`src/hw/ir_capture_pkg.sv`:
```
// Constants, field layouts and carrier types for the IR edge capture timer
package ir_capture_pkg;
   // Register indices; byte address is four times the index
   localparam logic [5:0] IDX_FLAGS = 6'h01;
   localparam logic [5:0] IDX_CONTROL = 6'h02;
   localparam logic [5:0] IDX_VALUE_LOW = 6'h03;
   localparam logic [5:0] IDX_VALUE_HIGH = 6'h04;
   localparam logic [5:0] IDX_MODE = 6'h05;
   localparam int unsigned WORD_LSB = 2;

   // Flag bit positions in capture_flags
   localparam int unsigned FLAG_RISE_BIT = 2;
   localparam int unsigned FLAG_FALL_BIT = 1;
   localparam int unsigned FLAG_TOUT_BIT = 0;
   // Selector bit position in the mode register
   localparam int unsigned MODE_BIT = 0;

   typedef struct packed {
      logic rise;
      logic fall;
      logic tout;
   } flags_type;

   typedef struct packed {
      logic timer_freeze;
      logic [1:0] edge_select;
      logic [1:0] pulse_reject_width;
      logic [1:0] count_prescale;
   } control_type;

   localparam control_type CONTROL_RESET = 7'h40;
   localparam flags_type FLAGS_RESET = 3'h0;
   localparam logic [15:0] VALUE_RESET = 16'h0000;

   // Edge select codes
   localparam logic [1:0] EDGE_NONE = 2'h0;
   localparam logic [1:0] EDGE_RISE = 2'h1;
   localparam logic [1:0] EDGE_FALL = 2'h2;
   localparam logic [1:0] EDGE_BOTH = 2'h3;

   // Pulse reject codes and widths in system clocks
   localparam logic [1:0] REJECT_OFF = 2'h0;
   localparam logic [1:0] REJECT_SHORT = 2'h1;
   localparam logic [1:0] REJECT_MID = 2'h2;
   localparam logic [1:0] REJECT_LONG = 2'h3;
   localparam logic [4:0] REJECT_SHORT_CLKS = 5'h02;
   localparam logic [4:0] REJECT_MID_CLKS = 5'h08;
   localparam logic [4:0] REJECT_LONG_CLKS = 5'h10;

   // Prescale codes and divisors
   localparam logic [1:0] PRESCALE_32 = 2'h0;
   localparam logic [1:0] PRESCALE_4 = 2'h1;
   localparam logic [1:0] PRESCALE_8 = 2'h2;
   localparam logic [1:0] PRESCALE_16 = 2'h3;
   localparam logic [5:0] DIV_32 = 6'h20;
   localparam logic [5:0] DIV_4 = 6'h04;
   localparam logic [5:0] DIV_8 = 6'h08;
   localparam logic [5:0] DIV_16 = 6'h10;

   // AXI responses
   localparam logic [1:0] RESP_OKAY = 2'h0;
   localparam logic [1:0] RESP_SLVERR = 2'h2;
endpackage

```
`src/hw/ir_edge_capture_timer.sv`:
```
// IR edge capture timer with AXI4-Lite register slave
//
// What this block does
// - Each 16-bit capture is read as a low byte and a high byte in two registers.
// - The mode selector chooses time since the last capture event or since the last overflow.
// - The flags register shows rising captured, falling captured and counter time-out.
// - Writing 1 to a flag clears it, writing 0 leaves it, and the service routine does so.
// - A pending flag of one edge survives the other edge and re-raises the request when served.
// - A second edge of the same kind overwrites the pending one instead of queueing.
// - The freeze control bit halts the counter, and it comes out of reset set.
// - Freezing also resets the counter so it restarts from zero.
// - The edge select field picks none, rising, falling or both edges.
// - The reject field filters pulses under 2, 8 or 16 clocks, or none.
// - The prescale field divides the clock by 32, 4, 8 or 16 for the counter.
// - Both capture bytes are read-only and read zero after reset.
// - Reserved flag bits 7..3 and control bit 7 read zero and ignore writes.
//
// The implementer's own choice: the AXI4-Lite slave port.
`timescale 1ns/10ps
module ir_edge_capture_timer
   import ir_capture_pkg::*;
#(
   parameter int unsigned ADDR_W = 8,
   parameter int unsigned COUNT_W = 16
)
(
   input wire logic aclk,
   input wire logic aresetn,
   input wire logic ir_pin,
   output logic irq_pulse,
   input wire logic [ADDR_W-1:0] s_axi_awaddr,
   input wire logic s_axi_awvalid,
   output logic s_axi_awready,
   input wire logic [31:0] s_axi_wdata,
   input wire logic [3:0] s_axi_wstrb,
   input wire logic s_axi_wvalid,
   output logic s_axi_wready,
   output logic [1:0] s_axi_bresp,
   output logic s_axi_bvalid,
   input wire logic s_axi_bready,
   input wire logic [ADDR_W-1:0] s_axi_araddr,
   input wire logic s_axi_arvalid,
   output logic s_axi_arready,
   output logic [31:0] s_axi_rdata,
   output logic [1:0] s_axi_rresp,
   output logic s_axi_rvalid,
   input wire logic s_axi_rready
);
   function automatic logic is_mapped(input logic [5:0] idx);
      return (idx >= IDX_FLAGS) && (idx <= IDX_MODE);
   endfunction

   function automatic logic [5:0] word_of(input logic [ADDR_W-1:0] addr);
      return 6'(addr >> WORD_LSB);
   endfunction

   // Input synchroniser
   logic sync1_q, sync2_q;
   logic filt_level, prev_q, prev_d;
   logic tick;

   // Register state
   control_type control_q, control_d;
   flags_type flags_q, flags_d;
   logic mode_q, mode_d;
   logic [COUNT_W-1:0] count_q, count_d;
   logic [15:0] value_q, value_d;
   logic irq_q, irq_d;

   // Bus state
   logic aw_held_q, aw_held_d;
   logic w_held_q, w_held_d;
   logic [ADDR_W-1:0] awaddr_q, awaddr_d;
   logic [7:0] wbyte_q, wbyte_d;
   logic wlane_q, wlane_d;
   logic awready_q, awready_d;
   logic wready_q, wready_d;
   logic bvalid_q, bvalid_d;
   logic [1:0] bresp_q, bresp_d;
   logic arready_q, arready_d;
   logic rvalid_q, rvalid_d;
   logic [31:0] rdata_q, rdata_d;
   logic [1:0] rresp_q, rresp_d;

   // Events
   logic rise_ev, fall_ev, wrap_ev, capture_ev;
   logic do_write;
   logic [5:0] wr_idx, rd_idx;
   logic flags_wr, control_wr, mode_wr;
   flags_type clear_mask;

   always_ff @(posedge aclk) begin
      if (!aresetn) begin
         sync1_q <= 1'b1;
         sync2_q <= 1'b1;
      end else begin
         sync1_q <= ir_pin;
         sync2_q <= sync1_q;
      end
   end

   ir_pulse_filter u_filter (
      .aclk(aclk),
      .aresetn(aresetn),
      .raw(sync2_q),
      .width_sel(control_q.pulse_reject_width),
      .level(filt_level)
   );

   ir_prescaler u_prescaler (
      .aclk(aclk),
      .aresetn(aresetn),
      .clear(control_q.timer_freeze),
      .sel(control_q.count_prescale),
      .tick(tick)
   );

   // Write decode
   always_comb begin
      do_write = aw_held_q && w_held_q && !bvalid_q;
      wr_idx = word_of(awaddr_q);
      flags_wr = do_write && wlane_q && (wr_idx == IDX_FLAGS);
      control_wr = do_write && wlane_q && (wr_idx == IDX_CONTROL);
      mode_wr = do_write && wlane_q && (wr_idx == IDX_MODE);
      clear_mask.rise = flags_wr && wbyte_q[FLAG_RISE_BIT];
      clear_mask.fall = flags_wr && wbyte_q[FLAG_FALL_BIT];
      clear_mask.tout = flags_wr && wbyte_q[FLAG_TOUT_BIT];
   end

   // Edge and counter events
   always_comb begin
      prev_d = filt_level;
      rise_ev = 1'b0;
      fall_ev = 1'b0;
      if (!control_q.timer_freeze) begin
         case (control_q.edge_select)
            EDGE_RISE: rise_ev = filt_level && !prev_q;
            EDGE_FALL: fall_ev = !filt_level && prev_q;
            EDGE_BOTH: begin
               rise_ev = filt_level && !prev_q;
               fall_ev = !filt_level && prev_q;
            end
            EDGE_NONE: begin
               rise_ev = 1'b0;
               fall_ev = 1'b0;
            end
            default: begin
               rise_ev = 1'b0;
               fall_ev = 1'b0;
            end
         endcase
      end
      capture_ev = rise_ev || fall_ev;
      wrap_ev = tick && !control_q.timer_freeze && (count_q == {COUNT_W{1'b1}});
   end

   // Counter, capture, flags and request
   always_comb begin
      count_d = count_q;
      value_d = value_q;
      if (control_q.timer_freeze) begin
         count_d = '0;
      end else if (capture_ev && !mode_q) begin
         count_d = '0;
      end else if (tick) begin
         count_d = count_q + COUNT_W'(1);
      end
      if (capture_ev) begin
         value_d = 16'(count_q);
      end
      flags_d.rise = rise_ev || (flags_q.rise && !clear_mask.rise);
      flags_d.fall = fall_ev || (flags_q.fall && !clear_mask.fall);
      flags_d.tout = wrap_ev || (flags_q.tout && !clear_mask.tout);
      irq_d = capture_ev || wrap_ev;
      if ((clear_mask & flags_q) != FLAGS_RESET && flags_d != FLAGS_RESET) begin
         irq_d = 1'b1;
      end
      control_d = control_q;
      if (control_wr) begin
         control_d = control_type'(wbyte_q[6:0]);
      end
      mode_d = mode_q;
      if (mode_wr) begin
         mode_d = wbyte_q[MODE_BIT];
      end
   end

   // Write channels
   always_comb begin
      aw_held_d = aw_held_q;
      w_held_d = w_held_q;
      awaddr_d = awaddr_q;
      wbyte_d = wbyte_q;
      wlane_d = wlane_q;
      bvalid_d = bvalid_q;
      bresp_d = bresp_q;
      if (s_axi_awvalid && awready_q) begin
         aw_held_d = 1'b1;
         awaddr_d = s_axi_awaddr;
      end
      if (s_axi_wvalid && wready_q) begin
         w_held_d = 1'b1;
         wbyte_d = s_axi_wdata[7:0];
         wlane_d = s_axi_wstrb[0];
      end
      if (do_write) begin
         aw_held_d = 1'b0;
         w_held_d = 1'b0;
         bvalid_d = 1'b1;
         bresp_d = is_mapped(wr_idx) ? RESP_OKAY : RESP_SLVERR;
      end
      if (bvalid_q && s_axi_bready) begin
         bvalid_d = 1'b0;
      end
      awready_d = !aw_held_d && !bvalid_d;
      wready_d = !w_held_d && !bvalid_d;
   end

   // Read channel
   always_comb begin
      rd_idx = word_of(s_axi_araddr);
      rvalid_d = rvalid_q;
      rdata_d = rdata_q;
      rresp_d = rresp_q;
      if (rvalid_q && s_axi_rready) begin
         rvalid_d = 1'b0;
      end
      if (s_axi_arvalid && arready_q) begin
         rvalid_d = 1'b1;
         rresp_d = is_mapped(rd_idx) ? RESP_OKAY : RESP_SLVERR;
         case (rd_idx)
            IDX_FLAGS: rdata_d = {29'h0, flags_q};
            IDX_CONTROL: rdata_d = {25'h0, control_q};
            IDX_VALUE_LOW: rdata_d = {24'h0, value_q[7:0]};
            IDX_VALUE_HIGH: rdata_d = {24'h0, value_q[15:8]};
            IDX_MODE: rdata_d = {31'h0, mode_q};
            default: rdata_d = 32'h0;
         endcase
      end
      arready_d = !rvalid_d;
   end

   always_ff @(posedge aclk) begin
      if (!aresetn) begin
         prev_q <= 1'b1;
         control_q <= CONTROL_RESET;
         flags_q <= FLAGS_RESET;
         mode_q <= 1'b0;
         count_q <= '0;
         value_q <= VALUE_RESET;
         irq_q <= 1'b0;
      end else begin
         prev_q <= prev_d;
         control_q <= control_d;
         flags_q <= flags_d;
         mode_q <= mode_d;
         count_q <= count_d;
         value_q <= value_d;
         irq_q <= irq_d;
      end
   end

   always_ff @(posedge aclk) begin
      if (!aresetn) begin
         aw_held_q <= 1'b0;
         w_held_q <= 1'b0;
         awaddr_q <= '0;
         wbyte_q <= 8'h00;
         wlane_q <= 1'b0;
         awready_q <= 1'b0;
         wready_q <= 1'b0;
         bvalid_q <= 1'b0;
         bresp_q <= RESP_OKAY;
         arready_q <= 1'b0;
         rvalid_q <= 1'b0;
         rdata_q <= 32'h0;
         rresp_q <= RESP_OKAY;
      end else begin
         aw_held_q <= aw_held_d;
         w_held_q <= w_held_d;
         awaddr_q <= awaddr_d;
         wbyte_q <= wbyte_d;
         wlane_q <= wlane_d;
         awready_q <= awready_d;
         wready_q <= wready_d;
         bvalid_q <= bvalid_d;
         bresp_q <= bresp_d;
         arready_q <= arready_d;
         rvalid_q <= rvalid_d;
         rdata_q <= rdata_d;
         rresp_q <= rresp_d;
      end
   end

   assign irq_pulse = irq_q;
   assign s_axi_awready = awready_q;
   assign s_axi_wready = wready_q;
   assign s_axi_bvalid = bvalid_q;
   assign s_axi_bresp = bresp_q;
   assign s_axi_arready = arready_q;
   assign s_axi_rvalid = rvalid_q;
   assign s_axi_rdata = rdata_q;
   assign s_axi_rresp = rresp_q;
endmodule // ir_edge_capture_timer

```
`src/hw/ir_prescaler.sv`:
```
// Capture counter clock divider producing one-cycle enable pulses
`timescale 1ns/10ps
module ir_prescaler
   import ir_capture_pkg::*;
(
   input wire logic aclk,
   input wire logic aresetn,
   input wire logic clear,
   input wire logic [1:0] sel,
   output logic tick
);
   logic [5:0] cnt_q, cnt_d;
   logic tick_q, tick_d;
   logic [5:0] divisor;

   always_comb begin
      case (sel)
         PRESCALE_32: divisor = DIV_32;
         PRESCALE_4: divisor = DIV_4;
         PRESCALE_8: divisor = DIV_8;
         PRESCALE_16: divisor = DIV_16;
         default: divisor = DIV_32;
      endcase
   end

   always_comb begin
      cnt_d = cnt_q + 6'h01;
      tick_d = 1'b0;
      if (clear) begin
         cnt_d = 6'h00;
      end else if (cnt_q >= divisor - 6'h01) begin
         cnt_d = 6'h00;
         tick_d = 1'b1;
      end
   end

   always_ff @(posedge aclk) begin
      if (!aresetn) begin
         cnt_q <= 6'h00;
         tick_q <= 1'b0;
      end else begin
         cnt_q <= cnt_d;
         tick_q <= tick_d;
      end
   end

   assign tick = tick_q;
endmodule // ir_prescaler

```
`src/hw/ir_pulse_filter.sv`:
```
// Glitch filter: a level change is accepted once stable for the set width
`timescale 1ns/10ps
module ir_pulse_filter
   import ir_capture_pkg::*;
(
   input wire logic aclk,
   input wire logic aresetn,
   input wire logic raw,
   input wire logic [1:0] width_sel,
   output logic level
);
   logic [4:0] cnt_q, cnt_d;
   logic level_q, level_d;
   logic [4:0] need;

   always_comb begin
      case (width_sel)
         REJECT_SHORT: need = REJECT_SHORT_CLKS;
         REJECT_MID: need = REJECT_MID_CLKS;
         REJECT_LONG: need = REJECT_LONG_CLKS;
         default: need = REJECT_SHORT_CLKS;
      endcase
   end

   always_comb begin
      cnt_d = 5'h00;
      level_d = level_q;
      if (width_sel == REJECT_OFF) begin
         level_d = raw;
      end else if (raw != level_q) begin
         if (cnt_q + 5'h01 >= need) begin
            level_d = raw;
         end else begin
            cnt_d = cnt_q + 5'h01;
         end
      end
   end

   always_ff @(posedge aclk) begin
      if (!aresetn) begin
         cnt_q <= 5'h00;
         level_q <= 1'b1;
      end else begin
         cnt_q <= cnt_d;
         level_q <= level_d;
      end
   end

   assign level = level_q;
endmodule // ir_pulse_filter
```
`config.mk`:
```
export PLATFORM = sky130hd
export DESIGN_NAME = ir_edge_capture_timer
export DESIGN_NICKNAME = d
export VERILOG_FILES = /design/src/hw/ir_capture_pkg.sv /design/src/hw/ir_edge_capture_timer.sv /design/src/hw/ir_prescaler.sv /design/src/hw/ir_pulse_filter.sv
export SDC_FILE = /design/constraint.sdc
export NUM_CORES = 1
export LEC_CHECK = 0
export BUFFER_PORTS_ARGS = -buffer_cell sky130_fd_sc_hd__clkbuf_2
export CORE_MARGIN = 2
export CORE_UTILIZATION = 50
export DETAILED_ROUTE_END_ITERATION = 6
export PLACE_DENSITY = 0.75
export SLEW_MARGIN = 10
export SYNTH_ARGS = -nofsm -noshare
export SYNTH_HDL_FRONTEND = slang
export SYNTH_SLANG_ARGS = --single-unit
```
`constraint.sdc`:
```
create_clock -name aclk -period 3.5 [get_ports aclk]
set_input_delay 0.35 -clock aclk [delete_from_list [all_inputs] [get_ports aclk]]
set_output_delay 0.35 -clock aclk [all_outputs]
set_load 0.005 [all_outputs]
```
==> impl_results.md, run 1 <==
- Filler Cell Count: 770
- Layout cell share with drive strength beyond 1: 13.97%
- Via-per-instance ratio: 5.094
- # rows: 33
- Maximum clock frequency: 493.0 MHz
- Yosys top cell area share: 43.36%
- RSZ-0062 raised after global routing: false
- Core area: 0.008175 sq mm
- CTS root buf: clkbuf_8
- Clock sinks: 91
- Number of synthesized register bits: 91
- Pleak: 1.735 nW
- Post-DP HPWL: 5880 um
- Critical path required time: 3.79 ns
- Synthesis-to-layout area growth: 10.01%
- Ys async rst share: 0%
- Final Setup Violations: 0
- Top cells by count, synth: dfxtp_1 (91), nand2_1 (47), nor2_1 (31)
- Endpoints failing hold: 0
- Peak supply drop: 0.0003772 V
- Period Utilization, post-route: 57.96%
- Clock-pin transition on the worst setup and hold timing paths: 0.09 ns
- Die Y: 95.67 um
- Final Max Slew Viols: 0
- Comb pwr share: 4.8%
- Clk_skew: 0.01301 ns
- Antenna violations before repair: 0
- Crit path max fanout: 11
- Maximum Capacitance Violations: 0
- EDFF count, synth: 0
- Worst-path cell chain: nand2_1 -> a2111oi_2 -> nand2_1 -> o21ai_0
- Global Route Usage Sum: 18.25%
- Largest net degree at the start of global routing: 37
- Worst Max-Slew Pin Slew: 0.8813 ns
- Reg area: 0.001822 sq mm
- Final worst setup slack: 1.471 ns
- Slew headroom: 41.13%
- Placer Congestion: 0.7686
- CP Launch Type: register
- Total congestion overflow: 0
- Post-route DRC violation count: 0
- 1st-iter DRT viols: 127
- Wire per inst: 12.94 um
- CP endpoint kind: register
- Number of top-level pins: 102
- Status: completed
- Sequential area share after synthesis: 43.36%
- Power share of the clock group: 41.0%
- Post-Syn Area: 0.004202 sq mm
- Routed WL: 7842 um
- Worst Hold Class: in -> reg
- Num CTS Buffers: 9
- Top_reg_cell synth: dfxtp_1
- Starting Density: 51.39%
- Die footprint: 0.009153 sq mm
- Seq pwr share: 54.2%
- Hold Slack: 0.1728 ns
- Max clock buf depth: 2
- Synth cell types: 48
- Critical path arrival: 2.32 ns
- Postcts setup bufs: 0
- Vias: 3087
- H-tree depth: 3
- First-pass GRT wire length: 12940 um
- Mapped Avg Cell Area: 9.194 sq um
- P_int: 1.539 mW
- # port buffers: 43
- Switch Pwr: 0.4350 mW
- Top cell by count, worst path: nand2_1
- Area of the multi-input gates: 0.002158 sq mm
- TritonCTS clock tree: built
- Sw Ratio: 22.03%
- Nets@finish: 569
- Yosys warns: 0
- Crit path max-delay cell type: a2111oi_2
- Overall Power: 1.974 mW
- Largest stage delay on the critical path: 0.90 ns
- Die X: 95.67 um
- # hold bufs at CTS: 0
- Final ANT Viol Nets: 0
- Setup TNS: 0 ns
- Yosys top cell by area: dfxtp_1
- Number of global-route vias before repair: 2844
- Clk_lat worst skew: 0.37 ns
- CP Class: reg -> reg
- Pre-antenna DRT Iters: 5
- Diode count: 0
- Cells taking the most area after synthesis: dfxtp_1 (43%), mux2i_1 (6.0%), buf_4 (4.6%)
- Worst slack at placement: 1.340 ns
- Gates resized, CTS repair: 0
- P per Cell Area: 427.1 mW/mm^2
- Post-synthesis cell count: 457
- Min Tclk post-route: 2.029 ns
- Top-count cell post-synth: dfxtp_1
==> through the flow <==
stage,cells,area [sq um],utilization (%)
after floorplan,482,4295,-
after global placement,590,4394,53.75
after detailed placement,590,4394,53.75
after CTS,606,4622,56.54
after global routing,606,4622,56.54
final,606,4622,56.54
==> cells by family after synthesis <==
kind of cell	synth area share, %
flip-flops	43.36
AND/OR/NAND/NOR	22.66
AO/OA/AOI/OAI	11.41
multiplexers	6.224
XOR/XNOR	4.794
buffers and inverters	7.594
other	0.08925
adder cells (fa/ha/maj)	3.871
==> routing by layer <==
layer | up-vias | routed length [um] | GRT usage (%)
met1 | 1427 | 3625 | 22.39
met4 | 0 | 115 | 5.952
met2 | 60 | 3786 | 30.71
met3 | 10 | 316 | 5.296
met5 | - | 0 | 0
li1 | 1590 | - | -
==> cells in the final DEF, fill, tap and decap left out, types with 3 or more instances in the layout <==
cell / synthesis / layout
dfxtp_1: 91 / 91
nand2_1: 47 / 47
clkbuf_2: 1 / 43
nor2_1: 31 / 31
conb_1: 1 / 26
mux2i_1: 25 / 25
nor2b_1: 25 / 25
a21boi_0: 17 / 17
nand3_1: 16 / 16
o21ai_0: 16 / 16
inv_1: 14 / 14
ha_1: 13 / 13
xor2_1: 12 / 12
xnor2_1: 11 / 11
a21oi_1: 12 / 11
and2_1: 11 / 11
clkbuf_8: 0 / 11
nand2b_1: 10 / 10
nand4_1: 7 / 7
nor3_1: 7 / 7
and3_1: 6 / 6
a31oi_1: 4 / 4
a221oi_1: 4 / 4
a22o_1: 4 / 4
nand3b_1: 3 / 3
==> worst max-delay path, delay by kind of cell (launching register included) <==
kind             cells  cell delay (ns)
flip-flops           1             0.36
AND/OR/NAND/NOR      2             0.50
AO/OA/AOI/OAI        2             1.09
==> flip-flops by register name (all words and copies together), names as in the netlist, 3 cells and up <==
signal / cells
awaddr_q: 6
control_q: 7
count_q: 16
flags_q: 3
s_axi_rdata: 8
u_filter.cnt_q: 5
u_prescaler.cnt_q: 6
value_q: 16
wbyte_q: 7
==> final timing paths <==
path	start	endpoint	slack, ns	depth (start not counted)
worst max-delay path	s_axi_arready	s_axi_rdata[1]	1.47	4
worst min-delay path	ir_pin	sync1_q	0.17	2
worst max register to register	s_axi_arready	s_axi_rdata[1]	1.47	4
worst min register to register	sync1_q	sync2_q	0.42	1
==> cell type report <==
class                           instances  area share, %
Timing Repair Buffer                   45          4.981
Inverter                               14          1.137
Multi-Input combinational cell        335          46.70
Clock buffer                           13          3.438
Sequential cell                        91          39.42
Tap cell                              105          2.842
Clock inverter                          3          1.489
==> power by group through the flow <==
stage | logic (mW) | clock network [mW] | registers, mW
floorplan | 0.0839 | 0 | 1.09
global placement | 0.0931 | 0 | 1.09
detailed placement | 0.0955 | 0 | 1.09
CTS | 0.0957 | 0.828 | 1.07
global route | 0.109 | 0.861 | 1.07
finish | 0.0952 | 0.809 | 1.07
Note: power is estimated with default switching activity, not from simulation.
==> inputs of run 2 (changes only) <==
Clock period 3.5 ns to 2.1 ns, I/O delays scaled along.
==> impl_results.md, run 2 (same netlist as run 1, synthesis figures left out) <==
- Status: completed (unchanged)
- Max clock buf depth: 2 (unchanged)
- Final worst setup slack: 0.2060 ns (was 1.471 ns)
- Worst Max-Slew Pin Slew: 0.5962 ns (was 0.8813 ns)
- Routed wl met2: 3818 um (was 3786 um)
- Setup TNS: 0 ns (unchanged)
- Design area: 0.004678 sq mm (was 0.004622 sq mm)
- Postcts setup bufs: 0 (unchanged)
- Clk_skew: 0.01229 ns (was 0.01301 ns)
- 1st-iter DRT viols: 103 (was 127)
- Hold Slack: 0.03628 ns (was 0.1728 ns)
- # port buffers: 43 (unchanged)
- Worst-path cell chain: inv_1 -> ha_1 -> ha_1 -> a21o_1 -> a21oi_1 -> nor2_1 -> a2111o_1 -> nor2_1 (was nand2_1 -> a2111oi_2 -> nand2_1 -> o21ai_0)
- Number of global-route vias before repair: 2975 (was 2844)
- Die Y: 95.67 um (unchanged)
- CP bufs+invs: 1 (was 0)
- Maximum clock frequency: 528.0 MHz (was 493.0 MHz)
- Crit path max-delay cell type: a2111o_1 (was a2111oi_2)
- Commonest non-fill, non-tap cell in the layout: dfxtp_1 (unchanged)
- H-tree depth: 3 (unchanged)
- Layout cell share with drive strength beyond 1: 15.22% (was 13.97%)
- Number of top-level pins: 102 (unchanged)
- Pre-antenna DRT Iters: 5 (unchanged)
- Via-per-instance ratio: 5.133 (was 5.094)
- Total congestion overflow: 0 (unchanged)
- Period Utilization, post-route: 90.19% (was 57.96%)
- Die X: 95.67 um (unchanged)
- Final Max Slew Viols: 0 (unchanged)
- Post-DP HPWL: 5864 um (was 5880 um)
- Global Route Usage Sum: 18.74% (was 18.25%)
- Post-route DRC violation count: 0 (unchanged)
- DRT met1 WL: 3667 um (was 3625 um)
- Diode count: 0 (unchanged)
- P per Cell Area: 723.2 mW/mm^2 (was 427.1 mW/mm^2)
- Final Setup Violations: 0 (unchanged)
- Endpoints failing hold: 0 (unchanged)
- CP endpoint kind: register (unchanged)
- TritonCTS clock tree: built (unchanged)
- # hold bufs at CTS: 0 (unchanged)
- Wire per inst: 13.03 um (was 12.94 um)
- Crit path max fanout: 6 (was 11)
- Die footprint: 0.009153 sq mm (unchanged)
- Clock-pin transition on the worst setup and hold timing paths: 0.09 ns (about the same)
- Placed cell areas: 0.004432 sq mm (was 0.004394 sq mm)
- Largest stage delay on the critical path: 0.38 ns (was 0.90 ns)
- Gates resized, CTS repair: 0 (unchanged)
- Largest net degree at the start of global routing: 67 (was 37)
- Metal3 WL: 396 um (was 316 um)
- Antenna violations before repair: 0 (unchanged)
- Overall Power: 3.383 mW (was 1.974 mW)
- # rows: 33 (unchanged)
- Nets@finish: 574 (was 569)
- Starting Density: 51.39% (unchanged)
- Pleak: 1.763 nW (was 1.735 nW)
- Placer Congestion: 0.7787 (was 0.7686)
- CTS root buf: clkbuf_8 (unchanged)
- Slew headroom: 60.18% (was 41.13%)
- Vias: 3136 (was 3087)
- Critical path required time: 2.40 ns (was 3.79 ns)
- Peak supply drop: 0.0004731 V (was 0.0003772 V)
- First-pass GRT wire length: 13430 um (was 12940 um)
- Internal reg-to-reg setup slack: 0.21 ns (was 1.47 ns)
- Worst slack at placement: 0.2018 ns (was 1.340 ns)
- Core area: 0.008175 sq mm (unchanged)
- Delay-heaviest family, CP: compound AO/OA/AOI/OAI gates (unchanged)
- Filler Cell Count: 754 (was 770)
- Critical path arrival: 2.19 ns (was 2.32 ns)
- CP Class: reg -> reg (unchanged)
- Maximum Capacitance Violations: 0 (unchanged)
- Worst Hold Class: in -> reg (unchanged)
- Num CTS Buffers: 9 (unchanged)
- RSZ-0062 raised after global routing: false (unchanged)
- Final ANT Viol Nets: 0 (unchanged)
- CP Launch Type: register (unchanged)
- Top layer in use: met4 (unchanged)
- Clock sinks: 91 (unchanged)
- Routed WL: 7961 um (was 7842 um)
- Most frequent cells in the layout: dfxtp_1 (91), nand2_1 (47), clkbuf_2 (43) (unchanged)
- Synthesis-to-layout area growth: 11.35% (was 10.01%)
- Clk_lat worst skew: 0.37 ns (about the same)
- Min Tclk post-route: 1.894 ns (was 2.029 ns)
==> run 2: changes by cell type in the layout (fill, tap and decap cells not counted), sizes merged <==
cell | before | now
buf | 2 | 7
bufinv | 2 | 3
clkbuf | 56 | 52
clkinvlp | 0 | 2
inv | 15 | 16
==> run 2: through the flow <==
| step | cells | utilization (%) |
|---|---|---|
| final | 611 | 57.22 |
| after global placement | 595 | 54.21 |
| after detailed placement | 595 | 54.21 |
| after global routing | 611 | 57.22 |
| after CTS | 611 | 57.22 |
| after floorplan | 482 | - |
==> run 2: layout make-up <==
class                   instances  area [sq um]  share of cell area (%)
multi-input cells             335          2158                   46.14
repair buffers                 50         267.8                   5.723
clock buffers                   9         123.9                   2.648
well taps                     105         131.4                   2.808
flip-flops and latches         91          1822                   38.94
inverters                      14         52.55                   1.123
clock inverters                 7         122.6                   2.621
==> run 2: layer usage <==
metal	up-vias	global-route usage, %
met5	-	0
met4	0	5.476
met3	8	5.217
met2	83	31.70
met1	1449	23.26
li1	1596	-
==> run 2: path summary, 6_finish.rpt <==
kind                                to          from  depth (start not counted)
setup / recovery  u_prescaler.cnt_q[5]  control_q[1]                          8
hold / removal                 sync1_q        ir_pin                          2
setup reg to reg  u_prescaler.cnt_q[5]  control_q[1]                          8
hold reg to reg                sync2_q       sync1_q                          1
==> run 2: report_power, final <==
| part | switching [mW] | total, mW | internal (mW) |
|---|---|---|---|
| registers | 0.0284 | 1.78 | 1.76 |
| clock network | 0.641 | 1.44 | 0.799 |
| logic | 0.0897 | 0.160 | 0.0704 |
| total | 0.759 | 3.38 | 2.62 |
